$ cat src/pmc_map.svh
// What this block does
// - Light sleep halts CPU, clocks stay running
// - Deep sleep stops CPU, peripherals, oscillator
// - Light select bit sleeps after instruction ends
// - Light sleep keeps registers and memory intact
// - Light sleep ends on interrupt or reset
// - Interrupt wake clears light bit, services interrupt
// - Return resumes after the sleeping instruction
// - Reset wake restarts at address zero
// - Unserviced supervisory timer resets, ending light sleep
// - Deep select bit sleeps after instruction ends
// - Only reset ends deep sleep, restart zero
// - Clock loss detector reset ends deep sleep
`ifndef PMC_MAP_SVH
`define PMC_MAP_SVH
`define PMC_PCTL_OFFSET   8'h87
`define PMC_PCTL_RESET    8'h00
`define PMC_LIGHT_BIT     0
`define PMC_DEEP_BIT      1
`define PMC_FLAGS_LSB     2
`define PMC_FLAGS_MSB     7
`define PMC_RESET_VECTOR  16'h0000
`define PMC_CLD_TIMEOUT_US 100
`define PMC_CLK_MHZ       250
`define PMC_CLD_CYCLES    (`PMC_CLD_TIMEOUT_US * `PMC_CLK_MHZ)
`endif

$ cat src/pmc_pkg.sv
package pmc_pkg;
  typedef enum logic [2:0] {
    PMC_RUN   = 3'b001,
    PMC_LIGHT = 3'b010,
    PMC_DEEP  = 3'b100
  } pmc_state_e;
  typedef struct packed {
    logic cpu_halt;
    logic periph_gate;
    logic osc_stop;
  } pmc_ctrl_s;
endpackage

$ cat src/pmc_clock_loss.sv
`timescale 1ns/1ns
`include "pmc_map.svh"
module pmc_clock_loss
  import pmc_pkg::*;
#(
  parameter int unsigned TIMEOUT_CYCLES = `PMC_CLD_CYCLES
) (
  input  wire logic core_clk_i,
  input  wire logic rst_i,
  input  wire logic enable_i,
  input  wire logic osc_stopped_i,
  output logic      reset_req_o
);
  logic [15:0] count_reg;
  logic [15:0] count_next;
  logic        req_reg;
  logic        req_next;

  // Oscillator stop stands for lost clock; count models the timeout window
  always_comb begin
    count_next = count_reg;
    req_next   = 1'b0;
    if (!enable_i || !osc_stopped_i) begin
      count_next = 16'h0000;
    end else if (count_reg == 16'(TIMEOUT_CYCLES - 1)) begin
      req_next   = 1'b1;
      count_next = 16'h0000;
    end else begin
      count_next = count_reg + 16'h0001;
    end
  end

  always_ff @(posedge core_clk_i or posedge rst_i) begin
    if (rst_i) begin
      count_reg <= 16'h0000;
      req_reg   <= 1'b0;
    end else begin
      count_reg <= count_next;
      req_reg   <= req_next;
    end
  end

  assign reset_req_o = req_reg;
endmodule

$ cat src/pmc_power_control.sv
`timescale 1ns/1ns
`include "pmc_map.svh"
module pmc_power_control
  import pmc_pkg::*;
#(
  parameter int unsigned CLD_TIMEOUT_CYCLES = `PMC_CLD_CYCLES
) (
  input  wire logic       core_clk_i,
  input  wire logic       rst_i,
  input  wire logic [7:0] addr_i,
  input  wire logic [7:0] wdata_i,
  input  wire logic       wr_i,
  input  wire logic       rd_i,
  output logic      [7:0] rdata_o,
  input  wire logic       instr_done_i,
  input  wire logic       irq_pending_i,
  input  wire logic       ext_reset_i,
  input  wire logic       sup_timer_reset_i,
  input  wire logic       clock_loss_en_i,
  output logic            cpu_halt_o,
  output logic            periph_gate_o,
  output logic            osc_stop_o,
  output logic            wake_irq_o,
  output logic            sys_reset_o,
  output logic     [15:0] reset_vector_o
);
  pmc_state_e state_reg;
  pmc_state_e state_next;
  logic [7:0] pctl_reg;
  logic [7:0] pctl_next;
  logic [7:0] rdata_reg;
  logic [7:0] rdata_next;
  logic       wake_reg;
  logic       wake_next;
  logic       rst_req_reg;
  logic       rst_req_next;
  logic       cld_req;
  pmc_ctrl_s  ctrl;

  pmc_clock_loss #(
    .TIMEOUT_CYCLES(CLD_TIMEOUT_CYCLES)
  ) u_cld (
    .core_clk_i   (core_clk_i),
    .rst_i        (rst_i),
    .enable_i     (clock_loss_en_i),
    .osc_stopped_i(state_reg == PMC_DEEP),
    .reset_req_o  (cld_req)
  );

  logic any_reset;
  logic irq_wake;
  assign any_reset = ext_reset_i | sup_timer_reset_i | cld_req;
  assign irq_wake  = !any_reset && (state_reg == PMC_LIGHT) && irq_pending_i;

  // Address decode is shared by the write and the read path
  function automatic logic pctl_hit(input logic [7:0] addr);
    return addr == `PMC_PCTL_OFFSET;
  endfunction

  // Software view of the register: the deep select never reads back
  function automatic logic [7:0] pctl_view(input logic [7:0] value);
    logic [7:0] view;
    view = value;
    view[`PMC_DEEP_BIT] = 1'b0;
    return view;
  endfunction

  // Sleep state group
  always_comb begin
    state_next = state_reg;
    if (any_reset) begin
      // Reset restarts the core at the vector
      state_next = PMC_RUN;
    end else begin
      unique case (state_reg)
        PMC_RUN: begin
          // Entry waits for the writing instruction to retire
          if (instr_done_i && pctl_reg[`PMC_DEEP_BIT]) begin
            state_next = PMC_DEEP;
          end else if (instr_done_i && pctl_reg[`PMC_LIGHT_BIT]) begin
            state_next = PMC_LIGHT;
          end
        end
        PMC_LIGHT: begin
          if (irq_pending_i) begin
            state_next = PMC_RUN;
          end
        end
        PMC_DEEP: begin
          state_next = PMC_DEEP;
        end
        default: begin
          state_next = PMC_RUN;
        end
      endcase
    end
  end

  always_ff @(posedge core_clk_i or posedge rst_i) begin
    if (rst_i) begin
      state_reg <= PMC_RUN;
    end else begin
      state_reg <= state_next;
    end
  end

  // Register group; writes while asleep are dropped since no code runs then
  always_comb begin
    pctl_next = pctl_reg;
    if (any_reset) begin
      pctl_next = `PMC_PCTL_RESET;
    end else if (wr_i && pctl_hit(addr_i) && state_reg == PMC_RUN) begin
      pctl_next = wdata_i;
    end else if (irq_wake) begin
      pctl_next[`PMC_LIGHT_BIT] = 1'b0;
    end
  end

  always_ff @(posedge core_clk_i or posedge rst_i) begin
    if (rst_i) begin
      pctl_reg <= `PMC_PCTL_RESET;
    end else begin
      pctl_reg <= pctl_next;
    end
  end

  // Read group; data stands for one cycle only
  always_comb begin
    rdata_next = 8'h00;
    if (rd_i && pctl_hit(addr_i)) begin
      rdata_next = pctl_view(pctl_reg);
    end
  end

  always_ff @(posedge core_clk_i or posedge rst_i) begin
    if (rst_i) begin
      rdata_reg <= 8'h00;
    end else begin
      rdata_reg <= rdata_next;
    end
  end

  // Event group: wake pulse and reset request
  always_comb begin
    wake_next    = irq_wake;
    rst_req_next = any_reset;
  end

  always_ff @(posedge core_clk_i or posedge rst_i) begin
    if (rst_i) begin
      wake_reg    <= 1'b0;
      rst_req_reg <= 1'b0;
    end else begin
      wake_reg    <= wake_next;
      rst_req_reg <= rst_req_next;
    end
  end

  // Halt only gates fetch; no state is cleared, so contents are retained
  always_comb begin
    ctrl.cpu_halt    = (state_reg != PMC_RUN);
    ctrl.periph_gate = (state_reg == PMC_DEEP);
    ctrl.osc_stop    = (state_reg == PMC_DEEP);
  end

  assign cpu_halt_o     = ctrl.cpu_halt;
  assign periph_gate_o  = ctrl.periph_gate;
  assign osc_stop_o     = ctrl.osc_stop;
  assign rdata_o        = rdata_reg;
  assign wake_irq_o     = wake_reg;
  assign sys_reset_o    = rst_req_reg;
  assign reset_vector_o = `PMC_RESET_VECTOR;
endmodule

$ cat config.mk
export PLATFORM = sky130hd
export DESIGN_NAME = pmc_power_control
export DESIGN_NICKNAME = d
export VERILOG_FILES = /design/src/pmc_pkg.sv /design/src/pmc_clock_loss.sv /design/src/pmc_power_control.sv
export VERILOG_INCLUDE_DIRS = /design/src
export SDC_FILE = /design/constraint.sdc
export NUM_CORES = 1
export LEC_CHECK = 0
export BUFFER_PORTS_ARGS = -buffer_cell sky130_fd_sc_hd__buf_4
export CORE_ASPECT_RATIO = 1.25
export CORE_MARGIN = 4
export CORE_UTILIZATION = 56
export CTS_BUF_LIST = sky130_fd_sc_hd__clkbuf_4
export DETAILED_ROUTE_END_ITERATION = 10
export PLACE_DENSITY = 0.86
export REMOVE_ABC_BUFFERS = 1
export SYNTH_ARGS = -nofsm -noshare
export SYNTH_HDL_FRONTEND = slang
export SYNTH_SLANG_ARGS = --single-unit
$ cat constraint.sdc
create_clock -name core_clk_i -period 3.45 [get_ports core_clk_i]
set_input_delay 0.1725 -clock core_clk_i [delete_from_list [all_inputs] [get_ports core_clk_i]]
set_output_delay 0.1725 -clock core_clk_i [all_outputs]
set_load 0.01 [all_outputs]
==> flow_metrics.py, run 1 <==
metrics = {
    "outcome": {
        "status": "completed",
    },
    "critical_path": {
        "path_max_fanout": 16,
        "required_ps": 3680,
        "startpoint_type": "register",
        "ff2ff_path_depth": 4,
        "reg2reg_to": "u_cld.count_reg[8]",
        "reg2reg_slack_ps": 1400,
        "worstReg2RegStart": "u_cld.count_reg[9]",
        "worstSetupPathType": "reg -> reg",
        "end_kind": "register",
        "crit_arrival_ps": 2280,
    },
    "min_path": {
        "hold_start": "wdata_i[3]",
        "min_path_type": "in -> reg",
        "hold_end": "pctl_reg[3]",
        "hold_depth": 2,
    },
    "grt": {
        "grt_pass1_vias": 1345,
        "grt_max_degree": 30,
        "grt_usage": 0.198,
        "antenna_found_initial": 0,
        "overflow": 0,
        "grt_pass1_wl_mm": 6.12,
    },
    "yosys": {
        "synth_area_leaders": "dfrtp_1, buf_4, xnor2_1, nor2_1, a22o_1",
        "ys_warn_count": 0,
        "synth_xor_area_frac": 0.0708,
        "synth_simple_gate_area_frac": 0.209,
        "synth_cell_types": 29,
        "synth-compound-area-share": 0.0694,
        "avgSynthCellArea_um2": 10.6,
        "syn_inst": 164,
        "ys_seq_area_frac": 0.535,
        "synth.area.mux_share": 0,
        "synth_fa_ha_area_frac": 0.00723,
        "synth_top_family_by_area": "simple AND/OR/NAND/NOR gates",
        "syn_area_um2": 1730,
        "ys_ff_latch": 37,
        "yosysTopAreaCell": "dfrtp_1",
        "synth.top_cell.area_share": 0.520,
    },
    "pwr": {
        "p_leak_nw": 0.987,
        "switching_share": 0.229,
        "ir_drop_mv": 0.369,
        "seq_power_share": 0.540,
        "powerDensity_nw_per_um2": 389,
        "power_frac_comb": 0.070,
        "p_int_w": 0.000623,
        "clockPowerShare": 0.390,
        "p_sw_w": 0.000185,
    },
    "routing": {
        "drtPass1Iterations": 4,
        "drt-initial-drc-count": 40,
        "wire_per_inst_um": 14.9,
        "viasPerCell": 5.33,
        "vias": 1300,
        "ant_nets": 0,
        "wl_mm": 3.65,
        "drc": 0,
    },
    "finish": {
        "area_delta_synth_final_pct": 19.9,
        "num-fill-cells": 198,
        "finalNetCount": 233,
        "drive_gt1_frac": 0.236,
        "stdcell_count": 244,
        "diodes": 0,
        "mostFrequentLayoutCells": "buf_4, dfrtp_1, nor2_1, conb_1, xnor2_1",
        "largest_register_ffs": 16,
        "final_common_cell": "buf_4",
    },
    "place": {
        "dp_cells": 232,
        "dp_hpwl_mm": 2.64,
        "port_buffers": 36,
        "gp_congestion": 0.848,
    },
    "timing": {
        "max_slew_margin": 0.291,
        "setup_viol": 0,
        "rsz0062_at_grt": "no",
        "slew_viol_final": 0,
        "max_freq_ghz": 0.489,
        "finalCriticalPeriod_ps": 2050,
        "timing.final.crit_share": 0.593,
        "clock_skew_ps": 9.90,
        "tns_ps": 0,
        "tightest_slew_ps": 1060,
        "final-hold-violation-count": 0,
    },
    "floorplan": {
        "die_y_um": 70.2,
        "die_w_um": 57.7,
        "std_cell_rows": 22,
        "core-area_um2": 2950,
        "floorplan.die_area_um2": 4050,
        "initial_core_util": 0.588,
        "pin_count": 54,
    },
    "clocking": {
        "cts_sinks": 37,
        "h-tree-depth": 2,
        "post_cts_resized": 0,
        "clk_pin_slew_ps": 120,
        "cts_setup_buffers": 0,
        "ctsHoldBuffers": 0,
        "worstSkewPairLatency_ps": 360,
        "numCtsBuffers": 5,
        "cts_tree": "built",
        "clockBufferDepth": 2,
        "root_buffer": "clkbuf_4",
    },
    "run": {
        "maxCapViolations": 0,
    },
}
==> cell families (layout without fill, tap and decap cells) <==
logic type / Yosys count / in the layout
compound gates: 16 / 16
fa+ha+maj: 1 / 1
simple gates: 68 / 68
flops: 37 / 37
other cells: 1 / 17
xor+xnor: 14 / 14
buf+inv: 27 / 55
==> synth_stat cells, drive strengths merged <==
cell type and number:
dfrtp 36, nor2 25, buf 20, xnor2 12, a22o 9, and3 8
nand3 8, nor4 7, inv 6, nand2 6, nand4 4, or4 3
a21oi 2, a31oi 2, nand4b 2, nor3 2, nor3b 2, o21ai 2
xor2 2, a41oi 1, clkbuf 1, conb 1, dfstp 1, ha 1
nand2b 1
==> layer usage <==
layer	GRT usage	vias up	routed length [um]
li1	-	622	-
met3	0.0776	6	183
met5	0	-	0
met2	0.333	37	2020
met4	0.0851	0	57
met1	0.217	635	1380
==> through the flow <==
stage          hold WS [ps]  power [W]  cell area [um2]  setup slack [ps]   util
2_1_floorplan           280   0.000467             1630              1590      -
3_3_place_gp            393   0.000494             1950              1500  0.663
3_5_place_dp            397   0.000496             1950              1450  0.663
4_1_cts                7.00   0.000809             2040              1420  0.692
5_1_grt                7.55   0.000846             2080              1310  0.705
6_report               24.9   0.000808             2080              1400  0.705
==> power by group through the flow <==
stage	Clock, W	Combinational [W]	Sequential (W)
finish	0.000315	0.0000564	0.000436
CTS	0.000321	0.0000521	0.000436
global placement	0	0.0000502	0.000444
global route	0.000347	0.0000623	0.000436
floorplan	0	0.0000221	0.000445
detailed placement	0	0.0000520	0.000444
==> how the worst max path moves through the flow <==
stage | cells past startpoint | slack [ps] | to | start
6_report | 4 | 1400 | u_cld.count_reg[8] | u_cld.count_reg[9]
5_1_grt | 4 | 1310 | u_cld.count_reg[3] | u_cld.count_reg[9]
4_1_cts | 4 | 1420 | u_cld.count_reg[8] | u_cld.count_reg[9]
3_5_place_dp | 4 | 1450 | u_cld.count_reg[8] | u_cld.count_reg[9]
3_3_place_gp | 4 | 1500 | u_cld.count_reg[5] | u_cld.count_reg[9]
2_1_floorplan | 4 | 1590 | u_cld.count_reg[10] | u_cld.count_reg[9]
==> final cells by class <==
class                           count  area (um2)  share of cell area
Sequential cell                    37         927               0.446
Multi-Input combinational cell    116         681               0.328
Timing Repair Buffer               41         318               0.153
Clock buffer                        6        45.0              0.0217
Tap cell                           36        45.0              0.0217
Clock inverter                      2        38.8              0.0187
Inverter                            6        22.5              0.0108
==> critical path, stage by stage, from the launching register on <==
cell	delay [ps]
dfrtp_1	460
or4_1	530
or4_4	560
nand3_2	260
nor2_1	110
No activity file was read; power rests on OpenSTA's default activity.
==> inputs of run 2 (changes only) <==
Settings changed: CORE_UTILIZATION 56 to 52, PLACE_DENSITY 0.86 to 0.81.
Clock period 3.45 ns to 2 ns, I/O delays scaled along.
==> run 2 against run 1 <==
  * Maximum frequency is 6.8% higher
  * Power is 71% higher
  * Hold slack gained 5.1 ps
  * Via count up 4.5%
  * First-iteration DRC count shrank 15%
==> flow_metrics.py, run 2 (synthesized netlist as in run 1, its figures left out) <==
metrics = {
    "outcome": {
        "status": "completed",
    },
    "timing": {
        "timing.final.crit_share": 0.958,
        "max_freq_ghz": 0.522,
        "slew_viol_final": 0,
        "setup_viol": 0,
        "tns_ps": 0,
        "hold_slack_ps": 30.0,
        "final-hold-violation-count": 0,
        "max_slew_margin": 0.585,
        "finalCriticalPeriod_ps": 1920,
        "rsz0062_at_grt": "no",
        "tightest_slew_ps": 621,
        "clock_skew_ps": 5.47,
    },
    "pwr": {
        "powerDensity_nw_per_um2": 628,
        "finalPower_w": 0.00138,
        "ir_drop_mv": 0.541,
        "p_leak_nw": 1.04,
    },
    "routing": {
        "wl_mm": 3.88,
        "drt-initial-drc-count": 34,
        "drc": 0,
        "wire_per_inst_um": 15.0,
        "drtPass1Iterations": 4,
        "vias": 1359,
        "viasPerCell": 5.27,
        "ant_nets": 0,
    },
    "clocking": {
        "clk_pin_slew_ps": 120,
        "root_buffer": "clkbuf_4",
        "worstSkewPairLatency_ps": 350,
        "cts_sinks": 37,
        "clockBufferDepth": 2,
        "h-tree-depth": 2,
        "numCtsBuffers": 5,
        "cts_tree": "built",
        "cts_setup_buffers": 0,
    },
    "critical_path": {
        "reg2reg_slack_ps": 80,
        "crit_arrival_ps": 2150,
        "crit_end": "u_cld.count_reg[2]",
        "ff2ff_path_depth": 4,
        "worstReg2RegStart": "u_cld.count_reg[9]",
        "reg2reg_to": "u_cld.count_reg[2]",
        "required_ps": 2240,
        "worstSetupPathType": "reg -> reg",
        "startpoint": "u_cld.count_reg[9]",
        "path_max_fanout": 16,
        "end_kind": "register",
        "startpoint_type": "register",
    },
    "floorplan": {
        "initial_core_util": 0.542,
        "std_cell_rows": 23,
        "floorplan.die_area_um2": 4320,
        "die_w_um": 59.6,
        "core-area_um2": 3190,
        "die_y_um": 72.5,
        "pin_count": 54,
    },
    "grt": {
        "grt_usage": 0.195,
        "grt_max_degree": 38,
        "grt_pass1_vias": 1474,
        "grt_pass1_wl_mm": 6.37,
        "overflow": 0,
        "antenna_found_initial": 0,
    },
    "finish": {
        "diodes": 0,
        "area_delta_synth_final_pct": 27.1,
        "regArea_um2": 927,
        "mostFrequentLayoutCells": "buf_4, dfrtp_1, nor2_1, conb_1, xnor2_1",
        "final_common_cell": "buf_4",
        "num-fill-cells": 215,
        "finalNetCount": 246,
        "drive_gt1_frac": 0.249,
        "multi_input_area_um2": 693,
        "stdcell_area_um2": 2200,
        "largest_register_ffs": 16,
        "stdcell_count": 258,
    },
    "min_path": {
        "hold_start": "rd_i",
        "min_path_type": "in -> reg",
    },
    "place": {
        "dp_hpwl_mm": 2.65,
        "port_buffers": 36,
        "place_area_um2": 2000,
        "dp_cells": 239,
        "gp_congestion": 0.827,
    },
    "run": {
        "maxCapViolations": 0,
    },
}
==> run 2: how the worst min path moves through the flow <==
| stage | to | slack, ps | cells past startpoint |
|---|---|---|---|
| 2_1_floorplan | u_cld.reset_req_o | 210 | 2 |
| 3_3_place_gp | rdata_o[5] | 230 | 3 |
| 3_5_place_dp | pctl_reg[5] | 240 | 3 |
| 4_1_cts | rdata_o[2] | 20 | 2 |
| 5_1_grt | rdata_o[2] | 20 | 2 |
| 6_report | rdata_o[6] | 30 | 2 |
==> run 2: what timing repair did <==
item,4_1_cts,5_1_grt
resized for setup,1,1
pin swaps,0,2
setup endpoints to repair,6,20
endpoints found under the hold margin,46,0
hold buffers,11,0
==> run 2: stage by stage <==
step,worst slack [ps],utilization
after global placement,53.7,0.626
after detailed placement,1.54,0.626
after floorplan,140,-
after CTS,49.4,0.687
final,83.2,0.689
after global routing,12.7,0.689
==> run 2: final cells by class <==
class / instances / share of cell area
timing repair buffer: 54 / 0.197
inverter: 6 / 0.0102
clock buffer: 5 / 0.0171
clock inverter: 3 / 0.0188
tap: 37 / 0.0210
multi-input combinational: 116 / 0.315
sequential: 37 / 0.421
==> run 2: layer usage <==
layer | part of all wire | GRT usage
met5 | 0 | 0
met4 | 0.012 | 0.0837
met3 | 0.043 | 0.0409
met2 | 0.55 | 0.345
met1 | 0.39 | 0.222
==> run 2: critical path, cell delays in order, from the launching register on <==
cell     delay (ps)
dfrtp_1         460
or4_1           540
or4_4           550
nand3_4         170
nor2_1           80
==> run 2: power breakdown <==
part	internal [W]	total (W)	switching [W]
sequential	0.000751	0.000752	0.00000122
clock	0.000259	0.000518	0.000259
combinational	0.0000543	0.000113	0.0000582
total	0.00106	0.00138	0.000318
